$ cat src/tx_unpack_cfg.svh
// Field positions, encodings and register offsets shared by both ends of the transmit link.
`ifndef TX_UNPACK_CFG_SVH
`define TX_UNPACK_CFG_SVH

// ----------------------------------------------------------------------
// Command word A fields
// ----------------------------------------------------------------------
`define A_IOC_BIT 31
`define A_ALIGN_HI 25
`define A_ALIGN_LO 24
`define A_OFS_HI 20
`define A_OFS_LO 16
`define A_FIRST_BIT 13
`define A_LAST_BIT 12
`define A_RSVD_MASK 32'h7ce0_c800

// ----------------------------------------------------------------------
// Command word B fields
// ----------------------------------------------------------------------
`define B_TAG_HI 31
`define B_TAG_LO 16
`define B_NOCRC_BIT 13
`define B_NOPAD_BIT 12
`define B_RSVD_MASK 32'h0000_c800

// Eleven-bit byte count, low bits of both command words.
`define LEN_HI 10

// ----------------------------------------------------------------------
// End alignment codes and padding masks in DWORDs
// ----------------------------------------------------------------------
`define ALIGN_16 2'b01
`define ALIGN_32 2'b10
`define PADMASK_4 3'h0
`define PADMASK_16 3'h3
`define PADMASK_32 3'h7
`define LAST_LANE 2'h3
`define ROUND_UP_BYTES 12'h003
`define MIN_MIDDLE_LEN 11'h004

// ----------------------------------------------------------------------
// Host controller APB register offsets and status fields
// ----------------------------------------------------------------------
`define REG_CMD_A 12'h000
`define REG_CMD_B 12'h004
`define REG_SEND 12'h008
`define REG_DATA 12'h00c
`define REG_STATUS 12'h010
`define STAT_BUSY_BIT 0

`endif

$ cat src/tx_unpack_pkg.sv
// Types shared by the transmit buffer host end and device end.
package tx_unpack_pkg;

    // ----------------------------------------------------------------------
    // Device end
    // ----------------------------------------------------------------------
    typedef enum logic [2:0] {
        dev_wait_a = 3'b000,
        dev_wait_b = 3'b001,
        dev_skip = 3'b011,
        dev_data = 3'b010,
        dev_pad = 3'b110
    } dev_state_t;

    typedef struct packed {
        dev_state_t state;
        logic [31:0] cmd_a;
        logic [31:0] word;
        logic have;
        logic [1:0] lane;
        logic [10:0] rem;
        logic [2:0] skip;
        logic [2:0] pad;
        logic [11:0] sum;
        logic [10:0] pkt_len;
        logic [15:0] pkt_tag;
        logic pkt_add_crc;
        logic pkt_add_pad;
        logic pkt_error;
        logic pkt_done;
        logic transmit_error_flag;
        logic buffer_loaded_flag;
        logic cmd_store_valid;
        logic [31:0] cmd_store_word;
        logic mac_valid;
        logic [7:0] mac_data;
        logic mac_last;
    } dev_reg_t;

    // ----------------------------------------------------------------------
    // Host end
    // ----------------------------------------------------------------------
    typedef enum logic [2:0] {
        host_idle = 3'b000,
        host_send_a = 3'b001,
        host_send_b = 3'b011,
        host_done = 3'b010,
        host_data = 3'b110
    } host_state_t;

    typedef struct packed {
        host_state_t state;
        logic [31:0] cmd_a;
        logic [31:0] cmd_b;
        logic [31:0] out_word;
        logic [15:0] words_sent;
    } host_reg_t;

endpackage

$ cat src/tx_link_if.sv
// Word link that carries transmit buffers from the host end to the device end.
`timescale 1ns/1ps
interface tx_link_if (
    input logic pclk,
    input logic presetn
);
    logic link_valid;
    logic link_ready;
    logic [31:0] link_data;

    modport host_end (
        input pclk,
        input presetn,
        output link_valid,
        output link_data,
        input link_ready
    );

    modport dev_end (
        input pclk,
        input presetn,
        input link_valid,
        input link_data,
        output link_ready
    );
endinterface

$ cat src/tx_buf_device.sv
// Device end: unpacks command words, strips offsets and filler, and feeds bytes to the MAC.
//
// Overview of operation
// - Command A offset field gives first byte position.
// - Command A first-segment bit starts a packet.
// - Command A last-segment bit ends the packet.
// - Sum buffer counts, mismatch sets transmit error.
// - Count plus alignment gives filler DWORD count.
// - Command B tag copied into packet status.
// - Command B bit 13 suppresses CRC append unless bit 12 is set.
// - Command B bit 12 suppresses padding, CRC kept.
// - Host gives packet length; mismatch flags error.
// - Command A, command B, then data follow.
// - Low offset bits select first byte lane.
// - Upper offset bits skip whole DWORDs, discarded.
// - Unused trailing bytes never reach the MAC.
// - Per-buffer end alignment; filler stripped by device.
// - Host writes zero to reserved fields.
// - Interrupt-on-completion bit pulses buffer loaded flag.
// - Alignment codes 4, 16, 32 bytes, 11 reserved.
// - Middle buffers at least four bytes long.
// - Store command A always, B on first.
`timescale 1ns/1ps
`include "tx_unpack_cfg.svh"
module tx_buf_device
    import tx_unpack_pkg::*;
(
    tx_link_if.dev_end link,
    input wire logic mac_ready,
    output logic mac_valid,
    output logic [7:0] mac_data,
    output logic mac_last,
    output logic cmd_store_valid,
    output logic [31:0] cmd_store_word,
    output logic pkt_done,
    output logic [15:0] pkt_tag,
    output logic pkt_add_crc,
    output logic pkt_add_pad,
    output logic pkt_error,
    input wire logic error_clear,
    output logic transmit_error_flag,
    output logic buffer_loaded_flag
);

    dev_reg_t r;
    dev_reg_t next_r;
    logic advance;
    logic take;
    logic route;
    logic finish;
    logic err_set;
    logic [4:0] ofs;
    logic [10:0] len;
    logic [11:0] bytes_up;
    logic [9:0] data_dws;
    logic [9:0] total_dws;
    logic [9:0] neg_dws;
    logic [2:0] pad_mask;

    // ----------------------------------------------------------------------
    // Buffer length arithmetic
    // ----------------------------------------------------------------------
    // The filler DWORD count is worked out once, when command B arrives, so the
    // data path never has to do wide arithmetic per byte.
    always_comb begin
        ofs = r.cmd_a[`A_OFS_HI:`A_OFS_LO];
        len = r.cmd_a[`LEN_HI:0];
        bytes_up = {10'h000, ofs[1:0]} + {1'b0, len} + `ROUND_UP_BYTES;
        data_dws = bytes_up[11:2];
        total_dws = {7'h00, ofs[4:2]} + data_dws;
        neg_dws = ~total_dws + 10'h001;
        // The reserved code falls back to plain DWORD alignment: no filler expected.
        case (r.cmd_a[`A_ALIGN_HI:`A_ALIGN_LO])
            `ALIGN_16: pad_mask = `PADMASK_16;
            `ALIGN_32: pad_mask = `PADMASK_32;
            default: pad_mask = `PADMASK_4;
        endcase
    end

    // ----------------------------------------------------------------------
    // Unpacking state machine
    // ----------------------------------------------------------------------
    always_comb begin
        next_r = r;
        take = 1'b0;
        route = 1'b0;
        finish = 1'b0;
        err_set = 1'b0;
        advance = !r.mac_valid || mac_ready;
        next_r.pkt_done = 1'b0;
        next_r.buffer_loaded_flag = 1'b0;
        next_r.cmd_store_valid = 1'b0;
        if (advance) begin
            next_r.mac_valid = 1'b0;
            next_r.mac_last = 1'b0;
        end
        case (r.state)
            dev_wait_a: begin
                take = 1'b1;
                if (link.link_valid) begin
                    next_r.cmd_a = link.link_data;
                    next_r.cmd_store_valid = 1'b1;
                    next_r.cmd_store_word = link.link_data;
                    next_r.state = dev_wait_b;
                end
            end
            dev_wait_b: begin
                take = 1'b1;
                if (link.link_valid) begin
                    next_r.skip = ofs[4:2];
                    next_r.lane = ofs[1:0];
                    next_r.rem = len;
                    next_r.pad = neg_dws[2:0] & pad_mask;
                    next_r.have = 1'b0;
                    if (r.cmd_a[`A_FIRST_BIT]) begin
                        next_r.cmd_store_valid = 1'b1;
                        next_r.cmd_store_word = link.link_data;
                        next_r.sum = {1'b0, len};
                        next_r.pkt_len = link.link_data[`LEN_HI:0];
                        next_r.pkt_tag = link.link_data[`B_TAG_HI:`B_TAG_LO];
                        // Disabling padding forces the CRC back on.
                        next_r.pkt_add_crc = !link.link_data[`B_NOCRC_BIT]
                            || link.link_data[`B_NOPAD_BIT];
                        next_r.pkt_add_pad = !link.link_data[`B_NOPAD_BIT];
                    end else begin
                        next_r.sum = r.sum + {1'b0, len};
                    end
                    route = 1'b1;
                end
            end
            dev_skip: begin
                take = 1'b1;
                if (link.link_valid) begin
                    next_r.skip = r.skip - 3'h1;
                    route = (r.skip == 3'h1);
                end
            end
            dev_data: begin
                if (!r.have) begin
                    take = 1'b1;
                    if (link.link_valid) begin
                        next_r.word = link.link_data;
                        next_r.have = 1'b1;
                    end
                end else if (advance) begin
                    next_r.mac_valid = 1'b1;
                    next_r.mac_data = r.word[{r.lane, 3'b000} +: 8];
                    next_r.mac_last = r.cmd_a[`A_LAST_BIT] && (r.rem == 11'h001);
                    next_r.rem = r.rem - 11'h001;
                    next_r.lane = r.lane + 2'h1;
                    // Lanes past the count are dropped with the word.
                    if (r.lane == `LAST_LANE || r.rem == 11'h001) begin
                        next_r.have = 1'b0;
                    end
                    route = (r.rem == 11'h001);
                end
            end
            dev_pad: begin
                take = 1'b1;
                if (link.link_valid) begin
                    next_r.pad = r.pad - 3'h1;
                    finish = (r.pad == 3'h1);
                end
            end
            default: begin
                next_r.state = dev_wait_a;
            end
        endcase
        // Pick the next phase of the buffer from what is still outstanding.
        if (route) begin
            if (next_r.skip != 3'h0) begin
                next_r.state = dev_skip;
            end else if (next_r.rem != 11'h000) begin
                next_r.state = dev_data;
            end else if (next_r.pad != 3'h0) begin
                next_r.state = dev_pad;
            end else begin
                finish = 1'b1;
            end
        end
        // Buffer complete: report loading and close the packet on its last segment.
        if (finish) begin
            next_r.state = dev_wait_a;
            next_r.buffer_loaded_flag = r.cmd_a[`A_IOC_BIT];
            if (r.cmd_a[`A_LAST_BIT]) begin
                // A single-buffer packet can finish in the cycle that takes command B.
                err_set = (next_r.sum != {1'b0, next_r.pkt_len});
                next_r.pkt_done = 1'b1;
                next_r.pkt_error = err_set;
            end
        end
        // A mismatch in the same cycle as a clear still leaves the flag set.
        next_r.transmit_error_flag = (r.transmit_error_flag && !error_clear) || err_set;
        link.link_ready = take;
    end

    // State register.
    always_ff @(posedge link.pclk or negedge link.presetn) begin
        if (!link.presetn) begin
            r <= '0;
        end else begin
            r <= next_r;
        end
    end

    // Outputs straight from the state flops.
    assign mac_valid = r.mac_valid;
    assign mac_data = r.mac_data;
    assign mac_last = r.mac_last;
    assign cmd_store_valid = r.cmd_store_valid;
    assign cmd_store_word = r.cmd_store_word;
    assign pkt_done = r.pkt_done;
    assign pkt_tag = r.pkt_tag;
    assign pkt_add_crc = r.pkt_add_crc;
    assign pkt_add_pad = r.pkt_add_pad;
    assign pkt_error = r.pkt_error;
    assign transmit_error_flag = r.transmit_error_flag;
    assign buffer_loaded_flag = r.buffer_loaded_flag;

endmodule // tx_buf_device

$ cat src/flat_wrapper.sv
// flat-port wrapper written by rule: the top's interface ports become plain ports
module tx_buf_device_flat import tx_unpack_pkg::*;
  (mac_ready, mac_valid, mac_data, mac_last, cmd_store_valid, cmd_store_word, pkt_done, pkt_tag, pkt_add_crc, pkt_add_pad, pkt_error, error_clear, transmit_error_flag, buffer_loaded_flag, pclk, presetn, link_link_valid, link_link_data, link_link_ready);
  tx_link_if link_i (.pclk(pclk), .presetn(presetn));
  input wire logic mac_ready;
  output logic mac_valid;
  output logic [7:0] mac_data;
  output logic mac_last;
  output logic cmd_store_valid;
  output logic [31:0] cmd_store_word;
  output logic pkt_done;
  output logic [15:0] pkt_tag;
  output logic pkt_add_crc;
  output logic pkt_add_pad;
  output logic pkt_error;
  input wire logic error_clear;
  output logic transmit_error_flag;
  output logic buffer_loaded_flag;
  input wire logic pclk;
  input wire logic presetn;
  input wire logic [$bits(link_i.link_valid)-1:0] link_link_valid;
  input wire logic [$bits(link_i.link_data)-1:0] link_link_data;
  output wire logic [$bits(link_i.link_ready)-1:0] link_link_ready;
  assign link_i.link_valid = link_link_valid;
  assign link_i.link_data = link_link_data;
  assign link_link_ready = link_i.link_ready;
  tx_buf_device u_core (.link(link_i), .mac_ready(mac_ready), .mac_valid(mac_valid), .mac_data(mac_data), .mac_last(mac_last), .cmd_store_valid(cmd_store_valid), .cmd_store_word(cmd_store_word), .pkt_done(pkt_done), .pkt_tag(pkt_tag), .pkt_add_crc(pkt_add_crc), .pkt_add_pad(pkt_add_pad), .pkt_error(pkt_error), .error_clear(error_clear), .transmit_error_flag(transmit_error_flag), .buffer_loaded_flag(buffer_loaded_flag));
endmodule
$ cat config.mk
export PLATFORM = sky130hd
export DESIGN_NAME = tx_buf_device_flat
export DESIGN_NICKNAME = d
export VERILOG_FILES = /design/src/tx_unpack_pkg.sv /design/src/tx_link_if.sv /design/src/tx_buf_device.sv /design/src/flat_wrapper.sv
export VERILOG_INCLUDE_DIRS = /design/src
export SDC_FILE = /design/constraint.sdc
export NUM_CORES = 1
export LEC_CHECK = 0
export ABC_CLOCK_PERIOD_IN_PS = 8250
export BUFFER_PORTS_ARGS = -buffer_cell sky130_fd_sc_hd__buf_2
export CORE_ASPECT_RATIO = 0.75
export CORE_MARGIN = 10
export CORE_UTILIZATION = 45
export CTS_CLUSTER_SIZE = 40
export DETAILED_ROUTE_END_ITERATION = 8
export PLACE_DENSITY = 0.74
export SLEW_MARGIN = 20
export SYNTH_ARGS = -nofsm -noshare
export SYNTH_HDL_FRONTEND = slang
export SYNTH_SLANG_ARGS = --single-unit
$ cat constraint.sdc
create_clock -name pclk -period 8.25 [get_ports pclk]
set_input_delay 1.65 -clock pclk [delete_from_list [all_inputs] [get_ports pclk]]
set_output_delay 1.65 -clock pclk [all_outputs]
set_load 0.02 [all_outputs]
After elaboration in Yosys (flattened, before gate mapping):

Cells that the tools add are included.

* bitwise operators: 3
* reduce and logical (&&, ||, !) cells: 26
* equal/unequal tests: 16
* add/subtract/negate cells: 9
* shift operators: 1
* muxes and demuxes: 49

Operators with widths (number)
* 33-bit 2-to-1 mux: 3
* 33-bit one-hot mux with 2 select lines: 1
* 61-bit 2-to-1 mux: 1
* 41-bit 2-to-1 mux: 1
* 35-bit 2-to-1 mux: 1
* 32-bit by 6-bit indexed part select with 8-bit output: 1
* 10-bit 2-to-1 mux: 3
* 29-bit 2-to-1 mux: 1
* 14-bit one-hot mux with 2 select lines: 1
* 3-bit one-hot mux with 2 select lines: 4
* 1-bit 2-to-1 mux: 21
* 3-bit 2-to-1 mux: 7
* 14-bit 2-to-1 mux: 1
* 13-bit 2-to-1 mux: 1
* 12-bit by 11-bit adder with 12-bit output: 1
* 12-bit 2-to-1 mux: 1
* 12-bit by 11-bit inequality test with 1-bit output: 1
* 11-bit by 1-bit equality test with 1-bit output, second input constant: 1
* 11-bit nonzero test: 1
* 11-bit by 1-bit subtractor with 11-bit output, second input constant: 1
* 3-bit by 1-bit equality test with 1-bit output, second input constant: 3
* 3-bit AND reduction: 3
* 4-bit AND reduction: 2
* 4-bit OR reduction: 2
* other kinds (24): 41

* word-level logic and storage cells: 126
* flip-flop bits (word level): 175
* output and inout bits: 66
* input port bits: 37

Longest topological paths before layout:

* depth in word-level cells: 15
* mapped depth: 19
* mapped depth without buffers: 19

Least setup slack after synthesis:

OpenSTA, ideal clock, no wires.

* path kind: input to register
* start: in mac_ready
* end: reg u_core.r, in the netlist u_core.pkt_error
* path buffers: 1
* data required time: 8.171 ns
* slack: 4.445 ns
* stages: 11
* arrival: 3.726 ns
* cell sequence: nand2b_1 -> clkbuf_1 -> a31oi_1 -> a221o_2 -> nor2_2 -> or4b_1 -> nor4_2 -> a21o_1 -> nand2_2 -> clkinv_2 -> mux2i_1

RTL lines
* start, declared: line flat_wrapper.sv:5 `input wire logic mac_ready;`
* end signal, assigned: line tx_buf_device.sv:202 `r <= next_r;`
* end, declared: line tx_buf_device.sv:45 `dev_reg_t r;`

==> impl_metrics.tcl <==
set metrics [dict create \
    outcome "completed" \
    synth-seq-cells 164 \
    grt_start_max_net_pins 113 \
    post_cts_buffers 0 \
    grt_pass1_vias 6179 \
    slew_viol_final 0 \
    layout-drive-gt1-share 0.3419 \
    postPlaceCellArea_um2 8954 \
    avgSynthCellArea_um2 11.31 \
    yosys_warnings 0 \
    io_pins 103 \
    rsz0062_at_grt "false" \
    nets 863 \
    antenna_cells 0 \
    hold_start "u_core.mac_data[2]" \
    rows 43 \
    async_flop_share 1.000 \
    hold-path-cell-count 2 \
    maxCapViolCount 0 \
    hold-path-endpoint "u_core.mac_data[2]" \
    worst-setup-path-type "in -> reg" \
    first_iter_violations 576 \
    skew_ns 0.008873 \
    synth.distinct_cells 80 \
    cts_sinks 164 \
    crit_path_start_kind "primary input" \
    pwr_density_cell_nw_per_um2 441.8 \
    finalHoldViolations 0 \
    post-synth-top-count-cell "dfrtp_1" \
    synth_edf_count 0 \
    cp_max_fo 21 \
    finalCritPeriodShare 0.5406 \
    first_pass_iters 8 \
    cts_tree "done" \
    slowest_delay_ns 0.47 \
    synthCells 764 \
    viasPerCell 5.609 \
    htreeDepth 4 \
    clock_path_buffers 2 \
    fmax_mhz 224.2 \
    gp_congestion 0.8876 \
    grt_usage 0.1616 \
    r2r_cells 19 \
    die_y_um 140.0 \
    cts_root_buf "clkbuf_16" \
    vias 5946 \
    syn2layout_area_growth_pct 10.52 \
    start_util 0.4627 \
    worstPathCellList "buf_2, and4bb_1, buf_4, nand2_1, buf_4, mux2_2, xor2_1, nor4_1, o2111ai_1, nor4_1, mux2i_1" \
    portBuffers 102 \
    die_area_um2 25200 \
    postCtsHoldBufs 0 \
    synth_nets 827 \
    core_area_um2 18670 \
    postCtsResizedCells 0 \
    drc 0 \
    antenna_left 0 \
    place_hpwl_um 14900 \
    p_leak_nw 4.444 \
    wl_per_cell_um 19.35 \
    ir_worst_vdd_v 0.0002147 \
    cp-end-kind "register" \
    tns_ns 0 \
    fin_area_um2 9547 \
    wl_um 20510 \
    tightest_slew_ns 1.131 \
    met3_length_um 1643 \
    routed.top_layer "met4" \
    rrSetupSlack_ns 4.01 \
    wl_met2_um 9428 \
    crit_arrival_ns 4.73 \
    antenna_found_initial 1 \
    clkTransAtPathRegs_ns 0.07 \
    drt-met1-wl_um 9259 \
    rr_endpoint "u_core.pkt_error" \
    relSlewSlack 0.2433 \
    synth_top_area_frac 0.4751 \
    yosysSeqAreaShare 0.4751 \
    numCtsBuffers 17 \
    grt-ovfl-total 0 \
    dp_cells 1028 \
    die_width_um 180.0 \
    period_needed_ns 4.460 \
    layoutNonFillerInstCount 1060 \
    synth_top_cell_by_area "dfrtp_1" \
    clkLatencyLatePin_ns 0.42 \
    required_ns 8.52 \
    synth_area_um2 8638 \
    ys.flop_type "dfrtp_1" \
    synthTopCellsByArea "dfrtp_1 48%, mux2_2 14%, buf_4 5.0%" \
    setup_viol 0 \
    hold_path_class "reg -> reg" \
    rr_startpoint "u_core.len[1]" \
    grt_pass1_wl_um 33130 \
    synth_commonest_cells "164 x dfrtp_1, 106 x mux2_2, 65 x nand2_1, 57 x buf_4, 38 x inv_1" \
    cp_slowest_cell "nand2_1" \
]
==> cells in the final DEF, fill, tap and decap left out, drive strengths merged, types with 3 or more instances in the layout <==
cell type  Yosys  routed
ha            23      23
inv           38      49
and2           5       5
a21o           7       7
a32oi          4       4
o211ai         5       5
mux2         107     107
nand2b         9       9
dfrtp        164     164
and3           4       4
xor2          12      12
or3            5       5
nor2b          3       3
xnor2         20      20
clkbuf        22      18
a221oi         4       4
a32o           4       4
o311ai         3       3
a31oi          4       4
a22oi          3       3
nor2          16      16
or4            3       3
mux4           8       8
nor3          13      13
o221ai         3       3
nand3         14      14
clkinv         1       3
a21oi         24      24
fa             3       3
a221o          5       5
mux2i          7       7
nor4          10      10
nor3b          6       6
nand4          4       4
o21ai         37      37
buf           70     109
nand2         66      66
==> per-stage QoR <==
stage	utilization	setup WS, ns	total power [mW]	hold slack, ns
after CTS	0.5114	3.853	4.227	0.4733
after floorplan	-	4.445	3.050	0.4469
after detailed placement	0.4796	3.427	3.400	0.4568
after global placement	0.4796	3.532	3.356	0.4564
after global routing	0.5114	3.560	4.509	0.5151
final	0.5114	3.790	4.218	0.4705
==> logic make-up (layout without fill, tap and decap cells) <==
group / count (synthesis) / count (layout) / share of synthesized area
xor gates and xnor gates: 32 / 32 / 0.03245
AOI/OAI and AO/OA: 123 / 123 / 0.09719
DFF: 164 / 164 / 0.4751
buffers and inverters: 131 / 180 / 0.08357
and+or+nand+nor: 166 / 166 / 0.1030
adders and majority gates: 26 / 26 / 0.04027
muxes: 122 / 122 / 0.1685
==> how the worst max path moves through the flow <==
stage	start	endpoint	slack [ns]	depth (start not counted)
after CTS	link_link_valid	u_core.pkt_error	3.85	11
after global placement	link_link_valid	u_core.pkt_error	3.53	11
after detailed placement	link_link_valid	u_core.pkt_error	3.43	11
after global routing	link_link_valid	u_core.pkt_error	3.56	11
final	link_link_valid	u_core.pkt_error	3.79	11
after floorplan	mac_ready	u_core.pkt_error	4.44	11
==> worst max-delay path, delay by kind of cell <==
family,cells,cell delay (ns)
multiplexers,2,0.56
XOR/XNOR,1,0.16
AO/OA/AOI/OAI,1,0.17
AND/OR/NAND/NOR,4,1.39
buffers and inverters,3,0.79
==> cell type report <==
class                      instances  area [um^2]
clock inverter                    14        153.9
fill                            1615         9123
multi-input combinational        469         3824
tap                              247        309.0
timing repair buffer             109        569.3
clock buffer                      18        439.2
sequential                       164         4104
inverter                          39        147.6
==> report_power, final <==
part	switching [mW]	total, mW	internal, mW
Combinational	1.04	1.92	0.879
Clock	0.359	0.799	0.440
Sequential	0.323	1.50	1.17
Total	1.73	4.22	2.49
==> registers in the layout, indices dropped and copies added, names as in the netlist, named ones only <==
register	cells
u_core.len	11
u_core.pkt_error	1
u_core.pkt_tag	16
u_core.pkt_add_pad	1
u_core.pkt_done	1
u_core.pkt_add_crc	1
u_core.mac_data	8
u_core.transmit_error_flag	1
u_core.buffer_loaded_flag	1
u_core.cmd_store_word	32
u_core.r	83
u_core.cmd_store_valid	1
u_core.ofs	5
==> layer usage <==
layer,track usage,vias up
li1,-,2742
met1,0.2134,2995
met2,0.2495,197
met3,0.05225,12
met4,0.04386,0
met5,0,-
No activity file was read; power rests on OpenSTA's default activity.
